`src/ctec_map.vh`:
```
`ifndef CTEC_MAP_VH
`define CTEC_MAP_VH

// register byte offsets
`define CTEC_ADDR_W 8
`define CTEC_OFF_MODE 8'h00
`define CTEC_OFF_CLKSEL 8'h04
`define CTEC_OFF_OUTCTL 8'h08
`define CTEC_OFF_CMP_LO 8'h0C
`define CTEC_OFF_CMP_HI 8'h10
`define CTEC_OFF_COUNT 8'h14
`define CTEC_OFF_IRQ_STAT 8'h18
`define CTEC_OFF_IRQ_MASK 8'h1C
`define CTEC_OFF_OSC 8'h20

// field positions
`define CTEC_MODE_CE 0
`define CTEC_MODE_CASC 2
`define CTEC_OUTC_OE1 0
`define CTEC_OUTC_LVR1 2
`define CTEC_OUTC_LVS1 3
`define CTEC_OUTC_OE2 4
`define CTEC_OUTC_OUTPUT_RESET_LEVEL_TWO 6
`define CTEC_OUTC_OUTPUT_SET_LEVEL_TWO 7
`define CTEC_IRQ_LO 0
`define CTEC_IRQ_HI 1
`define CTEC_OSC_DIV 0

// reset values
`define CTEC_CMP_RST 8'h00
`define CTEC_CLKSEL_RST 4'h0
`define CTEC_MASK_RST 2'h3
`define CTEC_OSC_RST 1'h0

// count clock selection codes
`define CTEC_SEL_EV_FALL 4'h0
`define CTEC_SEL_EV_RISE 4'h1
`define CTEC_PRE_W 12

`endif

```
`src/ctec_stage.v`:
```
module ctec_stage #(
  parameter WIDTH = 8
) (
  input wire clk,
  input wire rst_n,
  input wire step,
  input wire zero,
  input wire [WIDTH-1:0] compare,
  output reg [WIDTH-1:0] count,
  output wire match,
  output wire at_max
);

  assign match = (count == compare);
  assign at_max = &count;

  // zero wins over step; a compare below the count simply lets it wrap
  always @(posedge clk or negedge rst_n) begin
    if (!rst_n) begin
      count <= {WIDTH{1'b0}};
    end else if (zero) begin
      count <= {WIDTH{1'b0}};
    end else if (step) begin
      count <= count + {{(WIDTH-1){1'b0}}, 1'b1};
    end
  end

endmodule // ctec_stage

```
`src/ctec_tick_gen.v`:
```
`include "ctec_map.vh"

module ctec_tick_gen (
  input wire clk,
  input wire rst_n,
  input wire event_input_pin,
  input wire [3:0] count_clock_select_field,
  input wire oscillator_divide_bit,
  output reg tick
);

  reg [1:0] ev_sync;
  reg ev_prev;
  reg [`CTEC_PRE_W-1:0] pre;
  wire [3:0] base_shift;
  wire [3:0] shift;
  wire [`CTEC_PRE_W-1:0] pre_mask;
  wire pre_hit;
  wire ev_rise;
  wire ev_fall;
  wire is_internal;

  // divide exponent of fx for each internal selection; zero marks event or prohibited codes
  function [3:0] ctec_shift_of;
    input [3:0] sel;
    begin
      case (sel)
        4'h6: ctec_shift_of = 4'h1;
        4'h7: ctec_shift_of = 4'h2;
        4'h8: ctec_shift_of = 4'h3;
        4'h9: ctec_shift_of = 4'h4;
        4'hA: ctec_shift_of = 4'h5;
        4'hB: ctec_shift_of = 4'h6;
        4'hC: ctec_shift_of = 4'h7;
        4'hD: ctec_shift_of = 4'h8;
        4'hE: ctec_shift_of = 4'h9;
        4'hF: ctec_shift_of = 4'hB;
        default: ctec_shift_of = 4'h0;
      endcase
    end
  endfunction

  assign base_shift = ctec_shift_of(count_clock_select_field);
  assign is_internal = (base_shift != 4'h0);
  // slower oscillator setting doubles every internal period
  assign shift = base_shift + {3'b000, ~oscillator_divide_bit};
  assign pre_mask = ~({`CTEC_PRE_W{1'b1}} << shift);
  assign pre_hit = ((pre & pre_mask) == pre_mask);
  assign ev_rise = ev_sync[1] & ~ev_prev;
  assign ev_fall = ~ev_sync[1] & ev_prev;

  // prescaler free-runs and is never restarted, so a start may land anywhere in a period
  always @(posedge clk or negedge rst_n) begin
    if (!rst_n) begin
      pre <= {`CTEC_PRE_W{1'b0}};
    end else begin
      pre <= pre + {{(`CTEC_PRE_W-1){1'b0}}, 1'b1};
    end
  end

  always @(posedge clk or negedge rst_n) begin
    if (!rst_n) begin
      ev_sync <= 2'b00;
      ev_prev <= 1'b0;
    end else begin
      ev_sync <= {ev_sync[0], event_input_pin};
      ev_prev <= ev_sync[1];
    end
  end

  always @(posedge clk or negedge rst_n) begin
    if (!rst_n) begin
      tick <= 1'b0;
    end else if (count_clock_select_field == `CTEC_SEL_EV_RISE) begin
      tick <= ev_rise;
    end else if (count_clock_select_field == `CTEC_SEL_EV_FALL) begin
      tick <= ev_fall;
    end else begin
      tick <= is_internal & pre_hit;
    end
  end

endmodule // ctec_tick_gen

```
`src/ctec_top.v`:
```
`include "ctec_map.vh"

module ctec_top #(
  parameter AW = `CTEC_ADDR_W
) (
  input wire clk,
  input wire rst_n,
  input wire psel,
  input wire penable,
  input wire pwrite,
  input wire [AW-1:0] paddr,
  input wire [31:0] pwdata,
  output reg [31:0] prdata,
  output reg pready,
  output reg pslverr,
  input wire event_input_pin,
  output reg wave_output_pin_one,
  output reg wave_output_pin_two,
  output reg irq
);

  reg count_enable_bit;
  reg cascade_mode_bit;
  reg [3:0] count_clock_select_field;
  reg oscillator_divide_bit;
  reg wave_output_enable_one;
  reg wave_output_enable_two;
  reg [7:0] low_compare_reg;
  reg [7:0] high_compare_reg;
  reg [1:0] irq_status;
  reg [1:0] irq_mask;
  reg [31:0] next_prdata;
  reg next_pslverr;

  wire tick;
  wire [7:0] low_count_stage;
  wire [7:0] high_count_stage;
  wire low_match;
  wire high_match;
  wire low_at_max;
  wire full_match;
  wire count_step;
  wire low_zero;
  wire low_step;
  wire high_zero;
  wire high_step;
  wire low_stage_match_irq;
  wire high_stage_match_irq;
  wire setup;
  wire wr;
  wire [1:0] irq_set;
  wire [1:0] irq_clr;
  wire [1:0] next_irq_status;
  wire wr_stat;
  wire wr_outctl;
  wire irq_pending;
  localparam NIRQ = 2;

  // the decoder drives only the error answer; the write strobes compare paddr on their own
  function ctec_mapped;
    input [AW-1:0] a;
    begin
      if (a == `CTEC_OFF_MODE) begin
        ctec_mapped = 1'b1;
      end else if (a == `CTEC_OFF_CLKSEL) begin
        ctec_mapped = 1'b1;
      end else if (a == `CTEC_OFF_OUTCTL) begin
        ctec_mapped = 1'b1;
      end else if (a == `CTEC_OFF_CMP_LO) begin
        ctec_mapped = 1'b1;
      end else if (a == `CTEC_OFF_CMP_HI) begin
        ctec_mapped = 1'b1;
      end else if (a == `CTEC_OFF_COUNT) begin
        ctec_mapped = 1'b1;
      end else if (a == `CTEC_OFF_IRQ_STAT) begin
        ctec_mapped = 1'b1;
      end else if (a == `CTEC_OFF_IRQ_MASK) begin
        ctec_mapped = 1'b1;
      end else if (a == `CTEC_OFF_OSC) begin
        ctec_mapped = 1'b1;
      end else begin
        ctec_mapped = 1'b0;
      end
    end
  endfunction

  ctec_tick_gen u_tick (
    .clk(clk),
    .rst_n(rst_n),
    .event_input_pin(event_input_pin),
    .count_clock_select_field(count_clock_select_field),
    .oscillator_divide_bit(oscillator_divide_bit),
    .tick(tick)
  );

  ctec_stage #(
    .WIDTH(8)
  ) u_low (
    .clk(clk),
    .rst_n(rst_n),
    .step(low_step),
    .zero(low_zero),
    .compare(low_compare_reg),
    .count(low_count_stage),
    .match(low_match),
    .at_max(low_at_max)
  );

  ctec_stage #(
    .WIDTH(8)
  ) u_high (
    .clk(clk),
    .rst_n(rst_n),
    .step(high_step),
    .zero(high_zero),
    .compare(high_compare_reg),
    .count(high_count_stage),
    .match(high_match),
    .at_max()
  );

  // counting path
  assign count_step = count_enable_bit & tick;
  assign full_match = low_match & high_match;
  // a match at the count clock clears instead of stepping, so compare N gives N+1 clocks
  assign low_zero = ~count_enable_bit | (count_step & (cascade_mode_bit ? full_match : low_match));
  assign low_step = count_step;
  // in single 8-bit use the high stage is held at zero
  assign high_zero = ~count_enable_bit | ~cascade_mode_bit | (count_step & full_match);
  assign high_step = count_step & cascade_mode_bit & low_at_max;
  assign low_stage_match_irq = count_step & low_match;
  assign high_stage_match_irq = count_step & cascade_mode_bit & full_match;

  // bus strobes
  assign setup = psel & ~penable;
  assign wr = psel & penable & pwrite & pready & ~pslverr;

  // write strobes shared by the status and output flip-flops
  assign wr_stat = wr & (paddr == `CTEC_OFF_IRQ_STAT);
  assign wr_outctl = wr & (paddr == `CTEC_OFF_OUTCTL);

  // interrupt status: a hardware set in the clear cycle survives
  assign irq_set = {high_stage_match_irq, low_stage_match_irq};
  assign irq_pending = |(next_irq_status & ~irq_mask);

  genvar gi;
  generate
    for (gi = 0; gi < NIRQ; gi = gi + 1) begin : g_irq_bit
      // a bit clears only where software writes a one
      assign irq_clr[gi] = wr_stat & pwdata[gi];
      assign next_irq_status[gi] = (irq_status[gi] & ~irq_clr[gi]) | irq_set[gi];
    end
  endgenerate

  always @(posedge clk or negedge rst_n) begin
    if (!rst_n) begin
      irq_status <= 2'b00;
      irq <= 1'b0;
    end else begin
      irq_status <= next_irq_status;
      irq <= irq_pending;
    end
  end

  // mode, clock select and oscillator setting
  always @(posedge clk or negedge rst_n) begin
    if (!rst_n) begin
      count_enable_bit <= 1'b0;
      cascade_mode_bit <= 1'b0;
      count_clock_select_field <= `CTEC_CLKSEL_RST;
      oscillator_divide_bit <= `CTEC_OSC_RST;
    end else if (wr) begin
      if (paddr == `CTEC_OFF_MODE) begin
        count_enable_bit <= pwdata[`CTEC_MODE_CE];
        cascade_mode_bit <= pwdata[`CTEC_MODE_CASC];
      end else if (paddr == `CTEC_OFF_CLKSEL) begin
        count_clock_select_field <= pwdata[3:0];
      end else if (paddr == `CTEC_OFF_OSC) begin
        oscillator_divide_bit <= pwdata[`CTEC_OSC_DIV];
      end
    end
  end

  // compares take effect at once; a value below the running count costs a wrap
  always @(posedge clk or negedge rst_n) begin
    if (!rst_n) begin
      low_compare_reg <= `CTEC_CMP_RST;
      high_compare_reg <= `CTEC_CMP_RST;
    end else if (wr) begin
      if (paddr == `CTEC_OFF_CMP_LO) begin
        low_compare_reg <= pwdata[7:0];
      end else if (paddr == `CTEC_OFF_CMP_HI) begin
        high_compare_reg <= pwdata[7:0];
      end
    end
  end

  // output enables and interrupt mask
  always @(posedge clk or negedge rst_n) begin
    if (!rst_n) begin
      wave_output_enable_one <= 1'b0;
      wave_output_enable_two <= 1'b0;
      irq_mask <= `CTEC_MASK_RST;
    end else if (wr) begin
      if (paddr == `CTEC_OFF_OUTCTL) begin
        wave_output_enable_one <= pwdata[`CTEC_OUTC_OE1];
        wave_output_enable_two <= pwdata[`CTEC_OUTC_OE2];
      end else if (paddr == `CTEC_OFF_IRQ_MASK) begin
        irq_mask <= pwdata[1:0];
      end
    end
  end

  // square-wave flip-flops; a level write wins over a toggle in the same cycle
  always @(posedge clk or negedge rst_n) begin
    if (!rst_n) begin
      wave_output_pin_one <= 1'b0;
    end else if (wr_outctl && pwdata[`CTEC_OUTC_LVS1]) begin
      wave_output_pin_one <= 1'b1;
    end else if (wr_outctl && pwdata[`CTEC_OUTC_LVR1]) begin
      wave_output_pin_one <= 1'b0;
    end else if (low_stage_match_irq && wave_output_enable_one) begin
      wave_output_pin_one <= ~wave_output_pin_one;
    end
  end

  always @(posedge clk or negedge rst_n) begin
    if (!rst_n) begin
      wave_output_pin_two <= 1'b0;
    end else if (wr_outctl && pwdata[`CTEC_OUTC_OUTPUT_SET_LEVEL_TWO]) begin
      wave_output_pin_two <= 1'b1;
    end else if (wr_outctl && pwdata[`CTEC_OUTC_OUTPUT_RESET_LEVEL_TWO]) begin
      wave_output_pin_two <= 1'b0;
    end else if (high_stage_match_irq && wave_output_enable_two) begin
      wave_output_pin_two <= ~wave_output_pin_two;
    end
  end

  // read data is captured in the setup cycle, so both count bytes come from one edge
  always @* begin
    next_prdata = 32'h0000_0000;
    next_pslverr = ~ctec_mapped(paddr);
    if (paddr == `CTEC_OFF_MODE) begin
      next_prdata[`CTEC_MODE_CE] = count_enable_bit;
      next_prdata[`CTEC_MODE_CASC] = cascade_mode_bit;
    end else if (paddr == `CTEC_OFF_CLKSEL) begin
      next_prdata[3:0] = count_clock_select_field;
    end else if (paddr == `CTEC_OFF_OUTCTL) begin
      next_prdata[`CTEC_OUTC_OE1] = wave_output_enable_one;
      next_prdata[`CTEC_OUTC_OE2] = wave_output_enable_two;
    end else if (paddr == `CTEC_OFF_CMP_LO) begin
      next_prdata[7:0] = low_compare_reg;
    end else if (paddr == `CTEC_OFF_CMP_HI) begin
      next_prdata[7:0] = high_compare_reg;
    end else if (paddr == `CTEC_OFF_COUNT) begin
      next_prdata[15:0] = {high_count_stage, low_count_stage};
    end else if (paddr == `CTEC_OFF_IRQ_STAT) begin
      next_prdata[1:0] = irq_status;
    end else if (paddr == `CTEC_OFF_IRQ_MASK) begin
      next_prdata[1:0] = irq_mask;
    end else if (paddr == `CTEC_OFF_OSC) begin
      next_prdata[`CTEC_OSC_DIV] = oscillator_divide_bit;
    end
  end

  // every transfer takes exactly one access cycle
  always @(posedge clk or negedge rst_n) begin
    if (!rst_n) begin
      pready <= 1'b0;
      pslverr <= 1'b0;
      prdata <= 32'h0000_0000;
    end else if (setup) begin
      pready <= 1'b1;
      pslverr <= next_pslverr;
      prdata <= pwrite ? 32'h0000_0000 : next_prdata;
    end else begin
      pready <= 1'b0;
      pslverr <= 1'b0;
    end
  end

endmodule // ctec_top

```
`config.mk`:
```
export PLATFORM = sky130hd
export DESIGN_NAME = ctec_top
export DESIGN_NICKNAME = d
export VERILOG_FILES = /design/src/ctec_stage.v /design/src/ctec_tick_gen.v /design/src/ctec_top.v
export VERILOG_INCLUDE_DIRS = /design/src
export SDC_FILE = /design/constraint.sdc
export NUM_CORES = 1
export LEC_CHECK = 0
export BUFFER_PORTS_ARGS = -buffer_cell sky130_fd_sc_hd__buf_2
export CORE_MARGIN = 2
export CORE_UTILIZATION = 53
export CTS_BUF_LIST = sky130_fd_sc_hd__clkbuf_4
export DETAILED_ROUTE_END_ITERATION = 10
export HOLD_SLACK_MARGIN = 0.02
export PLACE_DENSITY_LB_ADDON = 0.3
export SETUP_SLACK_MARGIN = 0.5
export SYNTH_ARGS = -nofsm -noshare
export SYNTH_HDL_FRONTEND = slang
export SYNTH_SLANG_ARGS = --single-unit
```
`constraint.sdc`:
```
create_clock -name clk -period 5 [get_ports clk]
set_input_delay 0.75 -clock clk [delete_from_list [all_inputs] [get_ports clk]]
set_output_delay 0.75 -clock clk [all_outputs]
set_load 0.005 [all_outputs]
```
After elaboration in Yosys (flattened, before gate mapping)
Memory sizes are Yosys's and may differ from the RTL's.
Cells that the tools add are included.
{"block": "totals", "ff_bits": 98, "latch_bits": 0, "mem_bits_rw": 0, "mem_bits_ro": 64, "inputBits": 46, "out_inout_bits": 37, "wordCells": 154, "n_memories": 1}
{"memory": "(no name shown)", "words": 16, "word_bits": 4, "rd": 1, "rd_ports_with_merged_regs": 0, "wr": 0, "line_no": "ctec_tick_gen.v:27", "source": "case (sel)"}
{"block": "classes", "n_addsub": 4, "n_mul": 0, "div_mod_pow": 0, "magnitude_cmp": 0, "eq_ne": 12, "n_shift": 1, "mux": 45, "bitwise": 47, "n_reduce_logical": 22}
{"op": "two-way mux 8 bit", "count": 8}
{"op": "== test 8 x 5 -> 1 bit (second input constant)", "count": 4}
{"op": "two-way mux 1 bit", "count": 28}
{"op": "bitwise AND 1 bit", "count": 22}
{"op": "adder 8 x 1 -> 8 bit (second input constant)", "count": 2}
{"op": "== test 8 x 4 -> 1 bit (second input constant)", "count": 2}
{"op": "== test 8 bit", "count": 2}
{"op": "two-way mux 16 bit", "count": 1}
{"op": "NOT 1 bit", "count": 16}
{"op": "two-way mux 14 bit", "count": 1}
{"op": "two-way mux 13 bit", "count": 1}
{"op": "adder 12 x 1 -> 12 bit (second input constant)", "count": 1}
{"op": "bitwise AND 12 bit", "count": 1}
{"op": "== test 12 bit", "count": 1}
{"op": "two-way mux 12 bit", "count": 1}
{"op": "NOT 12 bit", "count": 1}
{"op": "left shift 12 x 4 -> 12 bit (first input constant)", "count": 1}
{"op": "two-way mux 11 bit", "count": 1}
{"op": "AND reduction 3 bit", "count": 3}
{"op": "== test 8 x 3 -> 1 bit (second input constant)", "count": 1}
{"op": "== test 8 x 6 -> 1 bit (second input constant)", "count": 1}
{"op": "logical NOT 8 bit", "count": 1}
{"op": "AND reduction 8 bit", "count": 1}
{"op": "logical AND 1 bit", "count": 6}
{"op": "15 further kinds", "count": 24}

Logic depth before layout (Yosys ltp)
{"block": "depth", "word_depth": 12, "depth_mapped": 12, "ltp_nobuf": 12}

Hierarchy
Synthesis repeated with hierarchy kept, for this count alone.
{"block": "unflattened", "cells_unflattened": 438, "hier_area_um2": 4697.0}
{"module": "ctec_top", "n_inst": 1, "cells_per_inst": 231, "area_per_inst_um2": 2650.0, "seq_area_each_um2": 1253.7}
{"module": "ctec_tick_gen", "n_inst": 1, "cells_per_inst": 103, "area_per_inst_um2": 1058.5, "seq_area_each_um2": 400.4}
{"module": "ctec_stage", "n_inst": 2, "cells_per_inst": 52, "area_per_inst_um2": 494.2, "seq_area_each_um2": 200.2}

Worst setup path after synthesis
OpenSTA, ideal clock, no wires.
{"block": "synth_path", "path_type": "register -> register", "startpoint": "reg count_clock_select_field[0]", "endpoint": "reg u_tick.tick", "setup_time_ps": 69, "arrival_ps": 2060, "required_time_ps": 4931, "path_slack_ps": 2871, "path_stages_with_launch": 12, "path_buffers": 0, "synth_period_minus_slack_ps": 2129, "cell_sequence": "dfrtp_1 > inv_1 > ha_1 > a22o_1 > ha_1 > ha_1 > inv_1 > a31oi_1 > a311o_1 > o21ai_1 > nand4_1 > nand3_1"}
{"block": "synth_between", "elab_chain_cells": 9, "word_cells_on_any_way": 12, "classes_between": "add/sub: 1; eq/ne: 2; shift: 1; mux: 2; bitwise: 3; reduce/logical: 2; memory: 1"}
{"item": "from (decl)", "line_no": "ctec_top.v:24", "source": "reg [3:0] count_clock_select_field;"}
{"item": "from (signal assigned)", "line_no": "ctec_top.v:170", "source": "count_clock_select_field <= `CTEC_CLKSEL_RST;"}
{"item": "from (signal assigned)", "line_no": "ctec_top.v:177", "source": "count_clock_select_field <= pwdata[3:0];"}
{"item": "memory (16 x 4 bit)"}
{"item": "adder 4 x 1 -> 4 bit", "line_no": "ctec_tick_gen.v:46", "source": "assign shift = base_shift + {3'b000, ~oscillator_divide_bit};"}
{"item": "left shift 12 x 4 -> 12 bit", "line_no": "ctec_tick_gen.v:47", "source": "assign pre_mask = ~({`CTEC_PRE_W{1'b1}} << shift);"}
{"item": "NOT 12 bit", "line_no": "ctec_tick_gen.v:47"}
{"item": "bitwise AND 12 bit", "line_no": "ctec_tick_gen.v:48", "source": "assign pre_hit = ((pre & pre_mask) == pre_mask);"}
{"item": "== test 12 bit", "line_no": "ctec_tick_gen.v:48"}
{"item": "bitwise AND 1 bit", "line_no": "ctec_tick_gen.v:79", "source": "tick <= is_internal & pre_hit;"}
{"item": "two-way mux 1 bit", "line_no": "ctec_tick_gen.v:76", "source": "end else if (count_clock_select_field == `CTEC_SEL_EV_FALL) begin"}
{"item": "two-way mux 1 bit (*)", "line_no": "ctec_tick_gen.v:74", "source": "end else if (count_clock_select_field == `CTEC_SEL_EV_RISE) begin"}
{"item": "to (signal assigned)", "line_no": "ctec_tick_gen.v:75", "source": "tick <= ev_rise;"}
{"item": "to (signal assigned)", "line_no": "ctec_tick_gen.v:77", "source": "tick <= ev_fall;"}
{"item": "to (signal assigned)", "line_no": "ctec_tick_gen.v:79"}
{"item": "to (decl)", "line_no": "ctec_tick_gen.v:9", "source": "output reg tick"}
Every way passes the cells marked *; elsewhere a longest branch is shown, timed or not.
A chain may end at the register's enable or synchronous reset.

Worst setup path after layout
Ends and elaborated chain as after synthesis.

==> out/metrics.cfg <==
[logic_synthesis]
synth_seq_area_share_pct=45.5
syn_area_um2=4510
synthAdderAreaFrac_pct=3.05
netlist_top_cells_count=80 x dfrtp_1, 42 x nand2_1, 33 x nor2_1
synth_ff_type=dfrtp_1
async_reset_ff_share_pct=100
synthTopCellsByArea=dfrtp_1 44%, xor2_1 5.4%, mux2_1 5.0%
synthXorXnorAreaFrac_pct=8.15
synth-seq-cells=82
ys_types=64
synthCells=429
yosysWarnings=0
synth_top_cell_area_share_pct=44.4
synth_top_family_by_area=simple AND/OR/NAND/NOR gates
yosys-mux-area-fraction_pct=7.60
yosys.cell_count.top_type=dfrtp_1
synth_top_area_cell=dfrtp_1
yosys.area_share.simple_pct=18.4
synth_compound_area_share_pct=11.3
synth_edf_count=0
avgSynthCellArea_um2=10.5

[floorplan]
die_h_um=96.3
die_area_um2=9270
initial_core_util_pct=54.9
ios=83
rows=33
die_w_um=96.3
core_um2=8220

[power_and_ir_drop]
power.density_nw_per_um2=241
ir_drop_mv=0.124
p_leak_nw=2.41

[finish]
final_area_um2=4890
drive_above_1_share_pct=17.8
nets=524
multiInputGateArea_um2=2250
top_register=prdata
fin_util_pct=59.5
fillers=714
diodes=0
area.sequential_um2=2050
top_regs=prdata (16), u_tick.pre (12)
syn2layout_area_growth_pct=8.43
largest_register_ffs=16

[global_routing]
grt_max_degree=83
grtUsageTotal_pct=22.6
grt_overflow=0
grt_pass1_wl_um=15700
grt_pass1_vias=3092
grt_antenna_before_repair=0

[route]
drt-initial-drc-count=226
dr.pass1.iters=4
wl_per_cell_um=16.6
ant_nets=0
drc=0
wl_um=9580
via_per_inst=5.75
num_vias=3319

[clock_network]
clkSinkCount=82
htree_levels=3
root_buffer=clkbuf_4
clkLatencyLatePin_ns=0.42
post_cts_buffers=0
ctsHoldBuffers=0
cts-buffers-inserted=9
cts_resized=0
tritoncts=built
clock_path_buffers=2
clk_pin_slew_worst_paths_ns=0.14

[placement]
finalWeightedCongestion=0.889
dpl-instance-area_um2=4730
dp_hpwl_um=7090
numPortBuffers=42

[sta]
slew_violations=0
clock_skew_ns=0.0253
rsz0062_at_grt=false
fin_tns_setup_ns=0
slew_headroom_pct=32.5
report.final.setup_viol=0
fin_crit_ns=2.37
fmax_ghz=0.422
finalHoldViolCount=0
period_share_pct=47.4
tightest_slew_ns=1.01

[hold_path]
hold_path_class=reg2reg

[worst_setup_path]
cpMostUsedCell=ha_1
critPathMaxStageDelay_ns=0.46
required_ns=5.36
worstSetupEndpointType=flop
worstPathArrival_ns=2.73
slowest_stage=dfrtp_1
criticalPathCategory=reg2reg
worstPathCellList=inv_1, ha_1, a22o_1, ha_1, ha_1, inv_1, a31oi_1, a311o_1, o21ai_1, nand4_1, nand3_1
worstPathMaxFanout=6
start_kind=flop

[flow_run]
max_cap_violations=0

[status]
outcome=completed

## stage by stage
step / setup WS (ns) / hold slack [ns] / total power (W) / cells
2_1_floorplan: 2.87 / 0.331 / 0.000720 / 444
3_3_place_gp: 2.36 / 0.358 / 0.000746 / 561
3_5_place_dp: 2.31 / 0.354 / 0.000747 / 561
4_1_cts: 2.63 / 0.358 / 0.00120 / 577
5_1_grt: 2.45 / 0.362 / 0.00123 / 577
6_report: 2.63 / 0.354 / 0.00118 / 577
## routing by layer
layer / share of wire (%) / track usage [%]
met5: 0 / 0
met4: 1.5 / 6.67
met3: 5.6 / 4.70
met2: 46 / 33.4
met1: 47 / 33.5
## report_power, final
part / switching (W) / total (W) / internal (W)
sequential: 0.00000301 / 0.000670 / 0.000667
combinational: 0.0000469 / 0.0000646 / 0.0000177
clock: 0.000239 / 0.000445 / 0.000206
## area by class of cell
| type | instances | area share, % |
|---|---|---|
| Timing Repair Buffer | 42 | 4.35 |
| Inverter | 20 | 1.53 |
| Clock buffer | 9 | 1.38 |
| Multi-Input combinational cell | 312 | 46.0 |
| Tap cell | 105 | 2.69 |
| Clock inverter | 7 | 2.02 |
| Sequential cell | 82 | 42.0 |
## layout by cell type, fill, tap and decap left out, drive strengths merged, types with 16 or more instances in the layout
| cell | n |
|---|---|
| nor2 | 34 |
| buf | 42 |
| xor2 | 28 |
| inv | 22 |
| o21ai | 21 |
| dfrtp | 80 |
| conb | 16 |
| nand2 | 44 |
| mux2 | 24 |
## final timing paths
check	start	end	slack, ns	cells after the start
setup / recovery	count_clock_select_field[0]	u_tick.tick	2.63	11
hold reg to reg	u_tick.ev_sync[0]	u_tick.ev_sync[1]	0.35	0
setup reg to reg	count_clock_select_field[0]	u_tick.tick	2.63	11
max in group asynchronous	rst_n	prdata[3]	3.87	1
min in group asynchronous	rst_n	u_tick.pre[11]	0.46	1
hold / removal	u_tick.ev_sync[0]	u_tick.ev_sync[1]	0.35	0
## critical path, delay by kind of cell, from the launching register on
family	cells	cell delay [ns]
flip-flops	1	0.46
AO/OA/AOI/OAI	4	0.68
adder cells (fa/ha/maj)	3	0.74
buffers and inverters	2	0.26
AND/OR/NAND/NOR	2	0.18
## logic make-up after synthesis
group	Yosys count
buf+inv	50
compound gates	69
fa+ha+maj	11
simple gates	144
flops	82
xor+xnor	42
mux	30
other cells	1
Note: power is estimated with default switching activity, not from simulation.
